--- src/design/dmaseq_map.svh ---
// Constants for the transfer-cycle sequencer: encodings, field positions, reset values, timing
`ifndef DMASEQ_MAP_SVH
`define DMASEQ_MAP_SVH
// ----------------------------------------------------------------
// Transfer modes
// ----------------------------------------------------------------
`define DMASEQ_MODE_VERIFY  2'h0
`define DMASEQ_MODE_WRITE   2'h1
`define DMASEQ_MODE_READ    2'h2
// ----------------------------------------------------------------
// Reset values
// ----------------------------------------------------------------
`define DMASEQ_STROBE_IDLE  1'h1
`define DMASEQ_ACK_IDLE     4'hf
`define DMASEQ_CHAN_RESET   2'h3
`define DMASEQ_ADDR_RESET   8'h00
// ----------------------------------------------------------------
// Address split: low byte on address pins, high byte on data pins
// ----------------------------------------------------------------
`define DMASEQ_ADDR_LO_MSB  7
`define DMASEQ_ADDR_HI_LSB  8
// ----------------------------------------------------------------
// Timing: one state lasts one clock period
// ----------------------------------------------------------------
`define DMASEQ_CLK_PERIOD_NS 10
`define DMASEQ_STATE_NS      10
`define DMASEQ_STATE_CYCLES  ((`DMASEQ_STATE_NS + `DMASEQ_CLK_PERIOD_NS - 1) / `DMASEQ_CLK_PERIOD_NS)
`endif

--- src/design/dmaseq_pkg.sv ---
// Types shared by the transfer-cycle sequencer files
package dmaseq_pkg;
  typedef enum logic [2:0] {
    DMASEQ_IDLE = 3'h0,
    DMASEQ_S0   = 3'h1,
    DMASEQ_S1   = 3'h2,
    DMASEQ_S2   = 3'h3,
    DMASEQ_S3   = 3'h4,
    DMASEQ_SW   = 3'h5,
    DMASEQ_S4   = 3'h6
  } dmaseq_state_e;

  typedef struct packed {
    logic memory_read_strobe_n;
    logic memory_write_strobe_n;
    logic io_read_strobe_n;
    logic io_write_strobe_n;
  } dmaseq_strobes_s;
endpackage : dmaseq_pkg

--- src/design/dmaseq_core.sv ---
// Transfer-cycle sequencer: bus hold, channel grant, S1..S4 with wait states and strobes
`timescale 1ns/1ps
`include "dmaseq_map.svh"
// Notes on behaviour
// RULE1: idle does nothing; strobes and acknowledges stay inactive.
// RULE2: any request while idle moves to S0.
// RULE3: S0 raises hold request and waits for the grant.
// RULE4: S0 samples requests and resolves fixed or rotating priority.
// RULE5: after grant, winning channel's active-low acknowledge goes low.
// RULE6: peripheral holds its request until acknowledge (burst: until terminal count).
// RULE7: a cycle is S1 to S4, one clock each unless waiting.
// RULE8: no ready by S3 inserts wait states until ready, then S4.
// RULE9: ready is sampled at S3 and every wait state.
// RULE10: extended write or verify mode skips wait states.
// RULE11: grant loss finishes current cycle, then idles until regranted.
// RULE12: write transfer: I/O read at S2, memory write at S3.
// RULE13: read transfer: memory read at S2, I/O write at S3.
// RULE14: verify transfers produce no read or write strobes.
// RULE15: hold request follows whether any channel request is active.
// RULE16: upper-address latch strobe pulses during S1 only and is low again in S2.
// RULE17: low address byte on address pins, high byte on data pins.
// RULE18: verify still takes bus, acknowledges and addresses normally.
// RULE19: bus kept while the channel requests, until terminal count.
// RULE20: after S4 return to idle if nothing pending, else next cycle.
module dmaseq_core
  import dmaseq_pkg::*;
#(
  parameter int NCH = 4
) (
  input  wire logic                   sys_clk_in,
  input  wire logic                   resetn_in,
  input  wire logic [NCH-1:0]         channel_request_in,
  input  wire logic                   bus_hold_grant_in,
  input  wire logic                   ready_in,
  input  wire logic [1:0]             mode_in,
  input  wire logic                   rotate_priority_in,
  input  wire logic                   extended_write_in,
  input  wire logic                   terminal_count_in,
  input  wire logic [15:0]            address_in,
  output logic                        bus_hold_request_out,
  output logic [NCH-1:0]              channel_acknowledge_n_out,
  output logic                        memory_read_strobe_n_out,
  output logic                        memory_write_strobe_n_out,
  output logic                        io_read_strobe_n_out,
  output logic                        io_write_strobe_n_out,
  output logic                        address_strobe_out,
  output logic [7:0]                  address_low_out,
  output logic [7:0]                  data_high_address_out,
  output logic                        data_drive_n_out,
  output logic [$clog2(NCH)-1:0]      active_chan_out,
  output logic [2:0]                  state_out
);
  localparam int CW = $clog2(NCH);

  // ----------------------------------------------------------------
  // State
  // ----------------------------------------------------------------
  dmaseq_state_e   state, next_state;
  logic [CW-1:0]   chan, next_chan;
  logic [1:0]      mode, next_mode;
  logic            hold, next_hold;
  logic [NCH-1:0]  ack_n, next_ack_n;
  dmaseq_strobes_s stb, next_stb;
  logic            astb, next_astb;
  logic [7:0]      alo, next_alo;
  logic [7:0]      ahi, next_ahi;
  logic            dbn, next_dbn;
  logic            any_req;
  logic [CW-1:0]   winner;
  logic            served;

  // ----------------------------------------------------------------
  // Priority resolution
  // ----------------------------------------------------------------
  // Winner committed at the grant, so rotation advances once per cycle
  assign served = (state == DMASEQ_S0) && bus_hold_grant_in && any_req;

  dmaseq_arbiter #(.NCH(NCH)) u_arb (
    .sys_clk_in     (sys_clk_in),
    .resetn_in      (resetn_in),
    .req_in         (channel_request_in),
    .rotate_in      (rotate_priority_in),
    .served_in      (served),
    .served_chan_in (winner),
    .any_out        (any_req),
    .win_out        (winner)
  );

  // Wait states only when a strobe needs the slow side; verify and extended write skip them
  function automatic logic needs_wait(input logic [1:0] m, input logic ext);
    needs_wait = (m != `DMASEQ_MODE_VERIFY) && !ext; // RULE10
  endfunction : needs_wait

  // ----------------------------------------------------------------
  // Next-state and output computation
  // ----------------------------------------------------------------
  always_comb begin
    next_state = state;
    next_chan  = chan;
    next_mode  = mode;
    next_hold  = any_req;                                 // RULE15
    next_ack_n = ack_n;
    next_stb   = stb;
    next_astb  = 1'b0;
    next_alo   = alo;
    next_ahi   = ahi;
    next_dbn   = 1'b1;
    unique case (state)
      DMASEQ_IDLE: begin
        next_ack_n = `DMASEQ_ACK_IDLE;                    // RULE1
        next_stb   = '{default: `DMASEQ_STROBE_IDLE};     // RULE1
        if (any_req) begin
          next_state = DMASEQ_S0;                         // RULE2
        end
      end
      DMASEQ_S0: begin
        if (!any_req) begin
          next_state = DMASEQ_IDLE;
        end else if (bus_hold_grant_in) begin             // RULE3
          next_chan         = winner;                     // RULE4
          next_mode         = mode_in;
          next_ack_n        = `DMASEQ_ACK_IDLE;
          next_ack_n[winner] = 1'b0;                      // RULE5 RULE18
          next_alo          = address_in[`DMASEQ_ADDR_LO_MSB:0];  // RULE17
          next_ahi          = address_in[15:`DMASEQ_ADDR_HI_LSB]; // RULE17
          next_dbn          = 1'b0;
          next_astb         = 1'b1;                       // RULE16
          next_state        = DMASEQ_S1;                  // RULE7
        end
      end
      DMASEQ_S1: begin
        // Read strobes start S2; extended write pulls the write early too
        if (mode == `DMASEQ_MODE_WRITE) begin
          next_stb.io_read_strobe_n = 1'b0;               // RULE12
          if (extended_write_in) begin
            next_stb.memory_write_strobe_n = 1'b0;
          end
        end else if (mode == `DMASEQ_MODE_READ) begin
          next_stb.memory_read_strobe_n = 1'b0;           // RULE13
          if (extended_write_in) begin
            next_stb.io_write_strobe_n = 1'b0;
          end
        end                                                // RULE14
        next_state = DMASEQ_S2;                           // RULE16
      end
      DMASEQ_S2: begin
        if (mode == `DMASEQ_MODE_WRITE) begin
          next_stb.memory_write_strobe_n = 1'b0;          // RULE12
        end else if (mode == `DMASEQ_MODE_READ) begin
          next_stb.io_write_strobe_n = 1'b0;              // RULE13
        end
        next_state = DMASEQ_S3;
      end
      DMASEQ_S3, DMASEQ_SW: begin
        // Ready sampled on this edge decides advance
        if (ready_in || !needs_wait(mode, extended_write_in)) begin // RULE9
          next_state = DMASEQ_S4;
        end else begin
          next_state = DMASEQ_SW;                         // RULE8
        end
      end
      DMASEQ_S4: begin
        next_stb   = '{default: `DMASEQ_STROBE_IDLE};
        next_ack_n = `DMASEQ_ACK_IDLE;
        // Lost grant or terminal count ends the run; otherwise keep going while requests remain
        if (!bus_hold_grant_in || !any_req || terminal_count_in) begin // RULE11 RULE19 RULE20
          next_state = DMASEQ_IDLE;
        end else begin
          next_state = DMASEQ_S0;                         // RULE19
        end
      end
      default: begin
        next_state = DMASEQ_IDLE;
      end
    endcase
  end

  // ----------------------------------------------------------------
  // Registers
  // ----------------------------------------------------------------
  always_ff @(posedge sys_clk_in) begin
    if (!resetn_in) begin
      state <= DMASEQ_IDLE;
      chan  <= '0;
      mode  <= `DMASEQ_MODE_VERIFY;
      hold  <= 1'b0;
      ack_n <= `DMASEQ_ACK_IDLE;
      stb   <= '{default: `DMASEQ_STROBE_IDLE};
      astb  <= 1'b0;
      alo   <= `DMASEQ_ADDR_RESET;
      ahi   <= '0;
      dbn   <= 1'b1;
    end else begin
      state <= next_state;
      chan  <= next_chan;
      mode  <= next_mode;
      hold  <= next_hold;
      ack_n <= next_ack_n;
      stb   <= next_stb;
      astb  <= next_astb;
      alo   <= next_alo;
      ahi   <= next_ahi;
      dbn   <= next_dbn;
    end
  end

  assign bus_hold_request_out      = hold;
  assign channel_acknowledge_n_out = ack_n;
  assign memory_read_strobe_n_out  = stb.memory_read_strobe_n;
  assign memory_write_strobe_n_out = stb.memory_write_strobe_n;
  assign io_read_strobe_n_out      = stb.io_read_strobe_n;
  assign io_write_strobe_n_out     = stb.io_write_strobe_n;
  assign address_strobe_out        = astb;
  assign address_low_out           = alo;
  assign data_high_address_out     = ahi;
  assign data_drive_n_out          = dbn;
  assign active_chan_out           = chan;
  assign state_out                 = state;
endmodule : dmaseq_core

--- src/design/dmaseq_arbiter.sv ---
// Channel priority resolver with fixed or rotating order
`timescale 1ns/1ps
`include "dmaseq_map.svh"
module dmaseq_arbiter
  import dmaseq_pkg::*;
#(
  parameter int NCH = 4
) (
  input  wire logic                   sys_clk_in,
  input  wire logic                   resetn_in,
  input  wire logic [NCH-1:0]         req_in,
  input  wire logic                   rotate_in,
  input  wire logic                   served_in,
  input  wire logic [$clog2(NCH)-1:0] served_chan_in,
  output logic                        any_out,
  output logic [$clog2(NCH)-1:0]      win_out
);
  localparam int CW = $clog2(NCH);
  logic [CW-1:0] last;
  logic [CW-1:0] next_last;

  // Rotation remembers the last served channel so it drops to lowest priority
  always_comb begin
    next_last = last;
    if (served_in) begin
      next_last = served_chan_in;
    end
  end

  always_ff @(posedge sys_clk_in) begin
    if (!resetn_in) begin
      last <= `DMASEQ_CHAN_RESET;
    end else begin
      last <= next_last;
    end
  end

  // Search starts after the last served channel in rotating mode, at channel 0 otherwise
  always_comb begin
    logic [CW-1:0] idx;
    logic          found;
    idx     = '0;
    found   = 1'b0;
    win_out = '0;
    for (int k = 0; k < NCH; k++) begin
      idx = rotate_in ? CW'(int'(last) + 1 + k) : CW'(k);
      if (!found && req_in[idx]) begin
        found   = 1'b1;
        win_out = idx;
      end
    end
    any_out = |req_in;
  end
endmodule : dmaseq_arbiter

--- config.mk ---
export PLATFORM = sky130hd
export DESIGN_NAME = dmaseq_core
export DESIGN_NICKNAME = d
export VERILOG_FILES = /design/src/design/dmaseq_pkg.sv /design/src/design/dmaseq_core.sv /design/src/design/dmaseq_arbiter.sv
export VERILOG_INCLUDE_DIRS = /design/src /design/src/design
export SDC_FILE = /design/constraint.sdc
export NUM_CORES = 1
export LEC_CHECK = 0
export ABC_AREA = 1
export BUFFER_PORTS_ARGS = -buffer_cell sky130_fd_sc_hd__buf_4
export CAP_MARGIN = 0
export CELL_PAD_IN_SITES_DETAIL_PLACEMENT = 0
export CELL_PAD_IN_SITES_GLOBAL_PLACEMENT = 1
export CORE_MARGIN = 2
export CORE_UTILIZATION = 33
export DETAILED_ROUTE_END_ITERATION = 8
export GPL_TIMING_DRIVEN = 0
export PLACE_DENSITY_LB_ADDON = 0.05
export SKIP_CTS_REPAIR_TIMING = 1
export SLEW_MARGIN = 0
export SYNTH_ARGS = -nofsm -noshare
export SYNTH_HDL_FRONTEND = slang
export SYNTH_SLANG_ARGS = --single-unit
--- constraint.sdc ---
create_clock -name sys_clk_in -period 1.75 [get_ports sys_clk_in]
set_input_delay 0.0875 -clock sys_clk_in [delete_from_list [all_inputs] [get_ports sys_clk_in]]
set_output_delay 0.0875 -clock sys_clk_in [all_outputs]
set_load 0.03 [all_outputs]
## Word-level counts from Yosys, hierarchy flattened

Index checks and enable logic that the tools add are counted.

- Bits in registers: 36
- Output and inout port bits: 32
- Input bits: 29
- ROM bits: 0
- Memories: 0
- Latch bits: 0
- Bits in writable memories: 0

- Shift operators: 0
- Equal/unequal tests: 19
- Bitwise logic cells: 1
- Mux-type cells: 43
- Add/sub/neg operators: 4
- Multipliers: 0
- Magnitude comparators: 6
- Reductions and logical operators: 33
- Divide/modulo/power cells: 0

Operators by type and width:

| cell | number |
|---|---|
| two-way mux 2 bit | 10 |
| inequality test 2 bit, second input constant | 10 |
| one-hot mux 3 bit (6 select lines) | 1 |
| two-way mux 1 bit | 17 |
| less-than comparator 2 x 3 -> 1 bit, second input constant | 5 |
| AND reduction 3 bit | 4 |
| equality test 3 bit, second input constant | 3 |
| two-way mux 3 bit | 3 |
| binary-select mux 1 bit (select 2 bit) | 4 |
| two-way mux 4 bit | 2 |
| one-hot mux 4 bit (2 select lines) | 1 |
| logical AND 1 bit | 7 |
| zero test 1 bit | 7 |
| equality test 3 x 2 -> 1 bit, second input constant | 2 |
| one-hot mux 1 bit (3 select lines) | 2 |
| AND reduction 6 bit | 1 |
| nonzero test 2 bit | 3 |
| adder 2 x 1 -> 2 bit, second input constant | 2 |
| adder 2 bit, second input constant | 2 |
| NOT 4 bit | 1 |
| one-hot mux 1 bit (2 select lines) | 2 |
| AND reduction 2 bit | 2 |
| AND reduction 4 bit | 1 |
| OR reduction 2 bit | 2 |
| 10 further kinds | 12 |

## Logic depth before layout (Yosys ltp)

- Word-level depth: 22
- Mapped depth: 14

## Cells and area by module

A second synthesis with hierarchy kept.

- Cells, all modules: 255
- Area total of the unflattened synthesis: 1,715.4 um^2

Modules (own cells, without submodules):

| module | area each (um^2) | instances | cells an instance |
|---|---|---|---|
| dmaseq_core | 1,332.5 | 1 | 183 |
| dmaseq_arbiter | 382.9 | 1 | 72 |

## Worst setup path after synthesis

Ideal clock, no wire load.

- Path kind: flip-flop to flip-flop
- Start point: reg state[0], in the netlist state_out[0]
- End point: reg ack_n[0], in the netlist channel_acknowledge_n_out[0]
- Library setup time: 121 ps
- Stages on the path, launching flop included: 10
- Period minus slack after synthesis: 1,512 ps
- Buffers on the path: 0
- Arrival: 1,391 ps
- Path slack: 238 ps
- Cells stage by stage: dfxtp_1 inv_1 nand2_1 nand2_1 inv_1 nor2_1 nor2_1 inv_1 a21oi_1 nand3_1

- Word-level cells in the longest chain between the ends: 4
- Elaborated cells on any way between the ends: 9
- Those cells by class: eq/ne (4); mux (1); reduce/logical (4)

Ends and longest elaborated chain:

| item | RTL line | text |
|---|---|---|
| start: declaration | dmaseq_core.sv:58 | `dmaseq_state_e state, next_state;` |
| start signal: assignment | dmaseq_core.sv:194 | `state <= next_state;` |
| equality test 3 bit or zero test 3 bit (tied branches) | dmaseq_core.sv:108 | `unique case (state)` |
| OR reduction 2 bit (no source line) | - |  |
| nonzero test 2 bit (no source line) | - |  |
| AND reduction 3 bit (no source line) | - |  |
| end signal: assignment | dmaseq_core.sv:187 | `` ack_n <= `DMASEQ_ACK_IDLE; `` |
| end signal: assignment | dmaseq_core.sv:198 | `ack_n <= next_ack_n;` |
| end: declaration | dmaseq_core.sv:62 | `logic [NCH-1:0] ack_n, next_ack_n;` |

Several ways; a longest one is shown, not always the timed one.
A chain may end at the register's enable or synchronous reset.

## Final worst setup path

- Start point: reg u_arb.last[0]
- End point: reg ack_n[1], in the netlist channel_acknowledge_n_out[1]

- Word-level cells in the longest chain between the ends: 22
- Elaborated cells on any way between the ends: 38
- Those cells by class: add/sub (4); order compare (2); mux (24); bitwise (1); reduce/logical (7)

Ends and longest elaborated chain:

| item | RTL line | text |
|---|---|---|
| start: declaration | dmaseq_arbiter.sv:19 | `logic [CW-1:0] last;` |
| start signal: assignment | dmaseq_arbiter.sv:32 | `` last <= `DMASEQ_CHAN_RESET; `` |
| start signal: assignment | dmaseq_arbiter.sv:34 | `last <= next_last;` |
| adder 2 x 1 -> 2 bit * | dmaseq_arbiter.sv:46 | `idx = rotate_in ? CW'(int'(last) + 1 + k) : CW'(k);` |
| branches (longest 12 deep; another with adder 2 bit) | - |  |
| two-way mux 2 bit * | dmaseq_arbiter.sv:47 | `if (!found && req_in[idx]) begin` |
| less-than comparator 2 x 3 -> 1 bit (not written as such) or greater-or-equal comparator 2 x 1 -> 1 bit (tied branches) | dmaseq_core.sv:123 | `next_ack_n[winner] = 1'b0;` |
| logical AND 1 bit (not written as such) | dmaseq_core.sv:123 |  |
| two-way mux 1 bit (not written as such) | dmaseq_core.sv:123 |  |
| demux 1 bit (select 2 bit) * | dmaseq_core.sv:123 |  |
| NOT 4 bit (no source line) * | - |  |
| two-way mux 4 bit * | dmaseq_core.sv:119 | `end else if (bus_hold_grant_in) begin` |
| two-way mux 4 bit * | dmaseq_core.sv:117 | `if (!any_req) begin` |
| one-hot mux 4 bit (2 select lines) * | dmaseq_core.sv:108 |  |

Every way passes the cells marked *. The select of a mux whose other input is x is not followed.

==> impl_metrics.xml <==
<?xml version="1.0" encoding="UTF-8"?>
<metrics>
  <group name="yosys">
    <metric name="synthesis.yosys.warnings" unit="">0</metric>
    <metric name="post_synth.cell_area_avg" unit="sq um">6.80</metric>
    <metric name="number_of_different_library_cells_in_the_post_synthesis_netlist" unit="">24</metric>
    <metric name="synthesis.area" unit="sq mm">0.00172</metric>
    <metric name="postSynthNetCount" unit="">282</metric>
    <metric name="synth_seq_area_share" unit="%">41.9</metric>
    <metric name="synthDominantCellAreaShare" unit="%">41.9</metric>
    <metric name="post_synth_main_area_contributors" unit="">sky130_fd_sc_hd__dfxtp_1, sky130_fd_sc_hd__nor2_1, sky130_fd_sc_hd__nand2_1, sky130_fd_sc_hd__nand3_1, sky130_fd_sc_hd__o21ai_0</metric>
    <metric name="yosys.area.top_type" unit="">sky130_fd_sc_hd__dfxtp_1</metric>
    <metric name="total_of_flip_flops_plus_latches_after_synthesis" unit="">36</metric>
    <metric name="syn_inst" unit="">253</metric>
  </group>
  <group name="finish">
    <metric name="share_of_final_layout_standard_cells_stronger_than_drive_strength_1" unit="%">28.7</metric>
    <metric name="final_cell_mix" unit="">sky130_fd_sc_hd__buf_4, sky130_fd_sc_hd__nand2_1, sky130_fd_sc_hd__nor2_1</metric>
    <metric name="layout.nets" unit="">349</metric>
    <metric name="fillerInstances" unit="">584</metric>
    <metric name="layout.cells.most_common" unit="">sky130_fd_sc_hd__buf_4</metric>
    <metric name="antennaDiodeCount" unit="">0</metric>
    <metric name="post_layout_nonfiller_instances" unit="">391</metric>
    <metric name="seqCellArea" unit="sq um">721</metric>
    <metric name="finish.utilization" unit="%">46.3</metric>
    <metric name="area_growth_syn_to_layout" unit="%">36.7</metric>
    <metric name="multi_input_comb_area" unit="sq um">863</metric>
  </group>
  <group name="pwr">
    <metric name="power.ir.vdd_worst" unit="uV">478</metric>
    <metric name="static-leakage-power" unit="nW">1.20</metric>
    <metric name="cellPowerDensity" unit="mW/mm^2">1090</metric>
    <metric name="post-layout-total-power" unit="W">0.00256</metric>
  </group>
  <group name="place">
    <metric name="routabilityCongestion" unit="">0.800</metric>
    <metric name="hpwl" unit="um">3200</metric>
    <metric name="dpl.cell_count" unit="">383</metric>
    <metric name="io_buffers" unit="">60</metric>
  </group>
  <group name="floorplanning">
    <metric name="core.rowCount" unit="">26</metric>
    <metric name="io_pins" unit="">61</metric>
    <metric name="die_area" unit="sq mm">0.00580</metric>
    <metric name="floorplan.initialDensity" unit="%">33.9</metric>
    <metric name="core_area" unit="sq mm">0.00507</metric>
    <metric name="die_height" unit="um">76.2</metric>
    <metric name="die_w" unit="um">76.2</metric>
  </group>
  <group name="setup_path">
    <metric name="timing.critical_path.required" unit="ns">1.93</metric>
    <metric name="worstSetupPathType" unit="">reg2reg</metric>
    <metric name="cp_max_fo" unit="">9</metric>
    <metric name="r2r_end" unit="">channel_acknowledge_n_out[1]</metric>
    <metric name="worstSetupEndpointType" unit="">flop</metric>
    <metric name="endpoint" unit="">channel_acknowledge_n_out[1]</metric>
    <metric name="reg2reg_slack" unit="ns">0.21</metric>
    <metric name="worst_setup_path_startpoint" unit="">u_arb.last[0]</metric>
    <metric name="worstRegToRegCells" unit="">11</metric>
    <metric name="critPathArrivalTime" unit="ns">1.73</metric>
    <metric name="rr_startpoint" unit="">u_arb.last[0]</metric>
    <metric name="start_kind" unit="">flop</metric>
  </group>
  <group name="timing">
    <metric name="hold_violations" unit="">0</metric>
    <metric name="relSlewSlack" unit="%">77.2</metric>
    <metric name="rsz0062_at_grt" unit="">no</metric>
    <metric name="finalCriticalPeriod" unit="ns">1.54</metric>
    <metric name="fin_crit_sh" unit="%">88.3</metric>
    <metric name="finalSetupViolations" unit="">0</metric>
    <metric name="finalSetupTns" unit="ns">0</metric>
    <metric name="worst_slew_pin_slew" unit="ns">0.342</metric>
    <metric name="drv_slew" unit="">0</metric>
    <metric name="finalClockSkew" unit="ns">0.00652</metric>
    <metric name="timing.fmax" unit="GHz">0.647</metric>
  </group>
  <group name="detailed_routing">
    <metric name="detail_route.drc_violations" unit="">0</metric>
    <metric name="final_antenna_net_count" unit="">0</metric>
    <metric name="first_pass_iters" unit="">4</metric>
    <metric name="via_per_inst" unit="">4.53</metric>
    <metric name="drtIter0Drc" unit="">91</metric>
    <metric name="routed_wl" unit="um">4230</metric>
    <metric name="dr_total_vias" unit="">1772</metric>
    <metric name="post_drt_wl_per_cell" unit="um">10.8</metric>
  </group>
  <group name="cts">
    <metric name="clock_sink_count" unit="">36</metric>
    <metric name="cts-buffers-inserted" unit="">5</metric>
    <metric name="clock_insertion_delay_worst_skew" unit="ns">0.29</metric>
    <metric name="cts_root_buf" unit="">sky130_fd_sc_hd__clkbuf_8</metric>
    <metric name="clock_tree_from_tritoncts" unit="">done</metric>
    <metric name="buffer_depth_of_the_longest_clock_path" unit="">2</metric>
    <metric name="clkSlewWorstSetupHoldPaths" unit="ns">0.07</metric>
    <metric name="h-tree-depth" unit="">2</metric>
  </group>
  <group name="global_route">
    <metric name="grt_first_pass_wirelength" unit="um">7240</metric>
    <metric name="grt_pass1_vias" unit="">1633</metric>
    <metric name="largest_net_degree_at_the_start_of_global_routing" unit="">12</metric>
    <metric name="overflow" unit="">0</metric>
    <metric name="antenna_found_initial" unit="">0</metric>
    <metric name="global_route.usage.total" unit="%">15.2</metric>
  </group>
  <group name="hold_path">
    <metric name="timing.hold.worst.class" unit="">in2reg</metric>
  </group>
  <group name="flow_run">
    <metric name="max_cap_viol_count" unit="">0</metric>
  </group>
  <group name="status">
    <metric name="outcome" unit="">finished, final reports clean</metric>
  </group>
</metrics>
[power breakdown]
part / internal [W] / switching (W)
Combinational: 0.000345 / 0.000620
Sequential: 0.000941 / 0.0000695
Clock: 0.000284 / 0.000296
Total: 0.00157 / 0.000986
[how the worst min path moves through the flow]
stage,start,to,depth (start not counted)
6_report,address_in[2],address_low_out[2],3
4_1_cts,address_in[15],data_high_address_out[7],3
3_3_place_gp,address_in[6],address_low_out[6],3
2_1_floorplan,address_in[7],address_low_out[7],2
5_1_grt,address_in[3],address_low_out[3],3
3_5_place_dp,address_in[15],data_high_address_out[7],3
[final cells by class]
class / count / area share (%)
inverters: 27 / 4.42
multi-input cells: 183 / 36.7
flip-flops and latches: 36 / 30.7
clock buffers: 7 / 3.25
clock inverters: 1 / 0.373
well taps: 70 / 3.73
plain buffers: 7 / 1.65
repair buffers: 60 / 19.2
[synth_stat cells (all sizes together)]
library cell	count
buf	5
nor2	56
nand3	27
o211ai	2
clkbuf	2
nor3	1
inv	27
a31oi	1
nand4	3
o22ai	1
o21ai	23
nand2	59
dfxtp	36
a21oi	8
o21a	1
a311oi	1
[kinds of logic after synthesis]
logic type / count (synthesis) / synth area share (%)
compound gates: 37 / 11.8
buf+inv: 34 / 8.15
flops: 36 / 41.9
simple gates: 146 / 38.1
[metrics by stage]
step	setup slack [ns]	area (sq um)	hold WS, ns
final	0.205	2350	0.0206
after global routing	0.0137	2350	0.0157
after CTS	0.120	2340	0.0134
after detailed placement	0.138	2260	0.314
after global placement	0.139	2260	0.309
after floorplan	0.238	1720	0.222
[flip-flops by register name, indices dropped and copies added, names as in the netlist, 2 cells and up]
signal	cells
state_out	3
channel_acknowledge_n_out	4
mode	2
u_arb.last	2
active_chan_out	2
address_low_out	8
data_high_address_out	8
[metal layers]
layer  global-route usage [%]  up-vias  share of wire (%)  wire length (um)
li1                         -      938                  -                 -
met1                     19.6      778                 47              1980
met2                     24.2       51                 45              1900
met3                     4.74        5                6.8               289
met4                     5.45        0                1.5                63
met5                        0        -                  0                 0
[worst max-delay path, cell delays in order (launching register included)]
cell	delay, ns
sky130_fd_sc_hd__dfxtp_1	0.42
sky130_fd_sc_hd__inv_4	0.09
sky130_fd_sc_hd__nand2_4	0.13
sky130_fd_sc_hd__nand2_1	0.06
sky130_fd_sc_hd__nand3_1	0.08
sky130_fd_sc_hd__nand2_2	0.08
sky130_fd_sc_hd__nor2_2	0.17
sky130_fd_sc_hd__nand3_1	0.10
sky130_fd_sc_hd__nand3_2	0.12
sky130_fd_sc_hd__nand3_1	0.08
sky130_fd_sc_hd__nand2_1	0.06
sky130_fd_sc_hd__nand2_1	0.04
No activity file was read; power rests on OpenSTA's default activity.
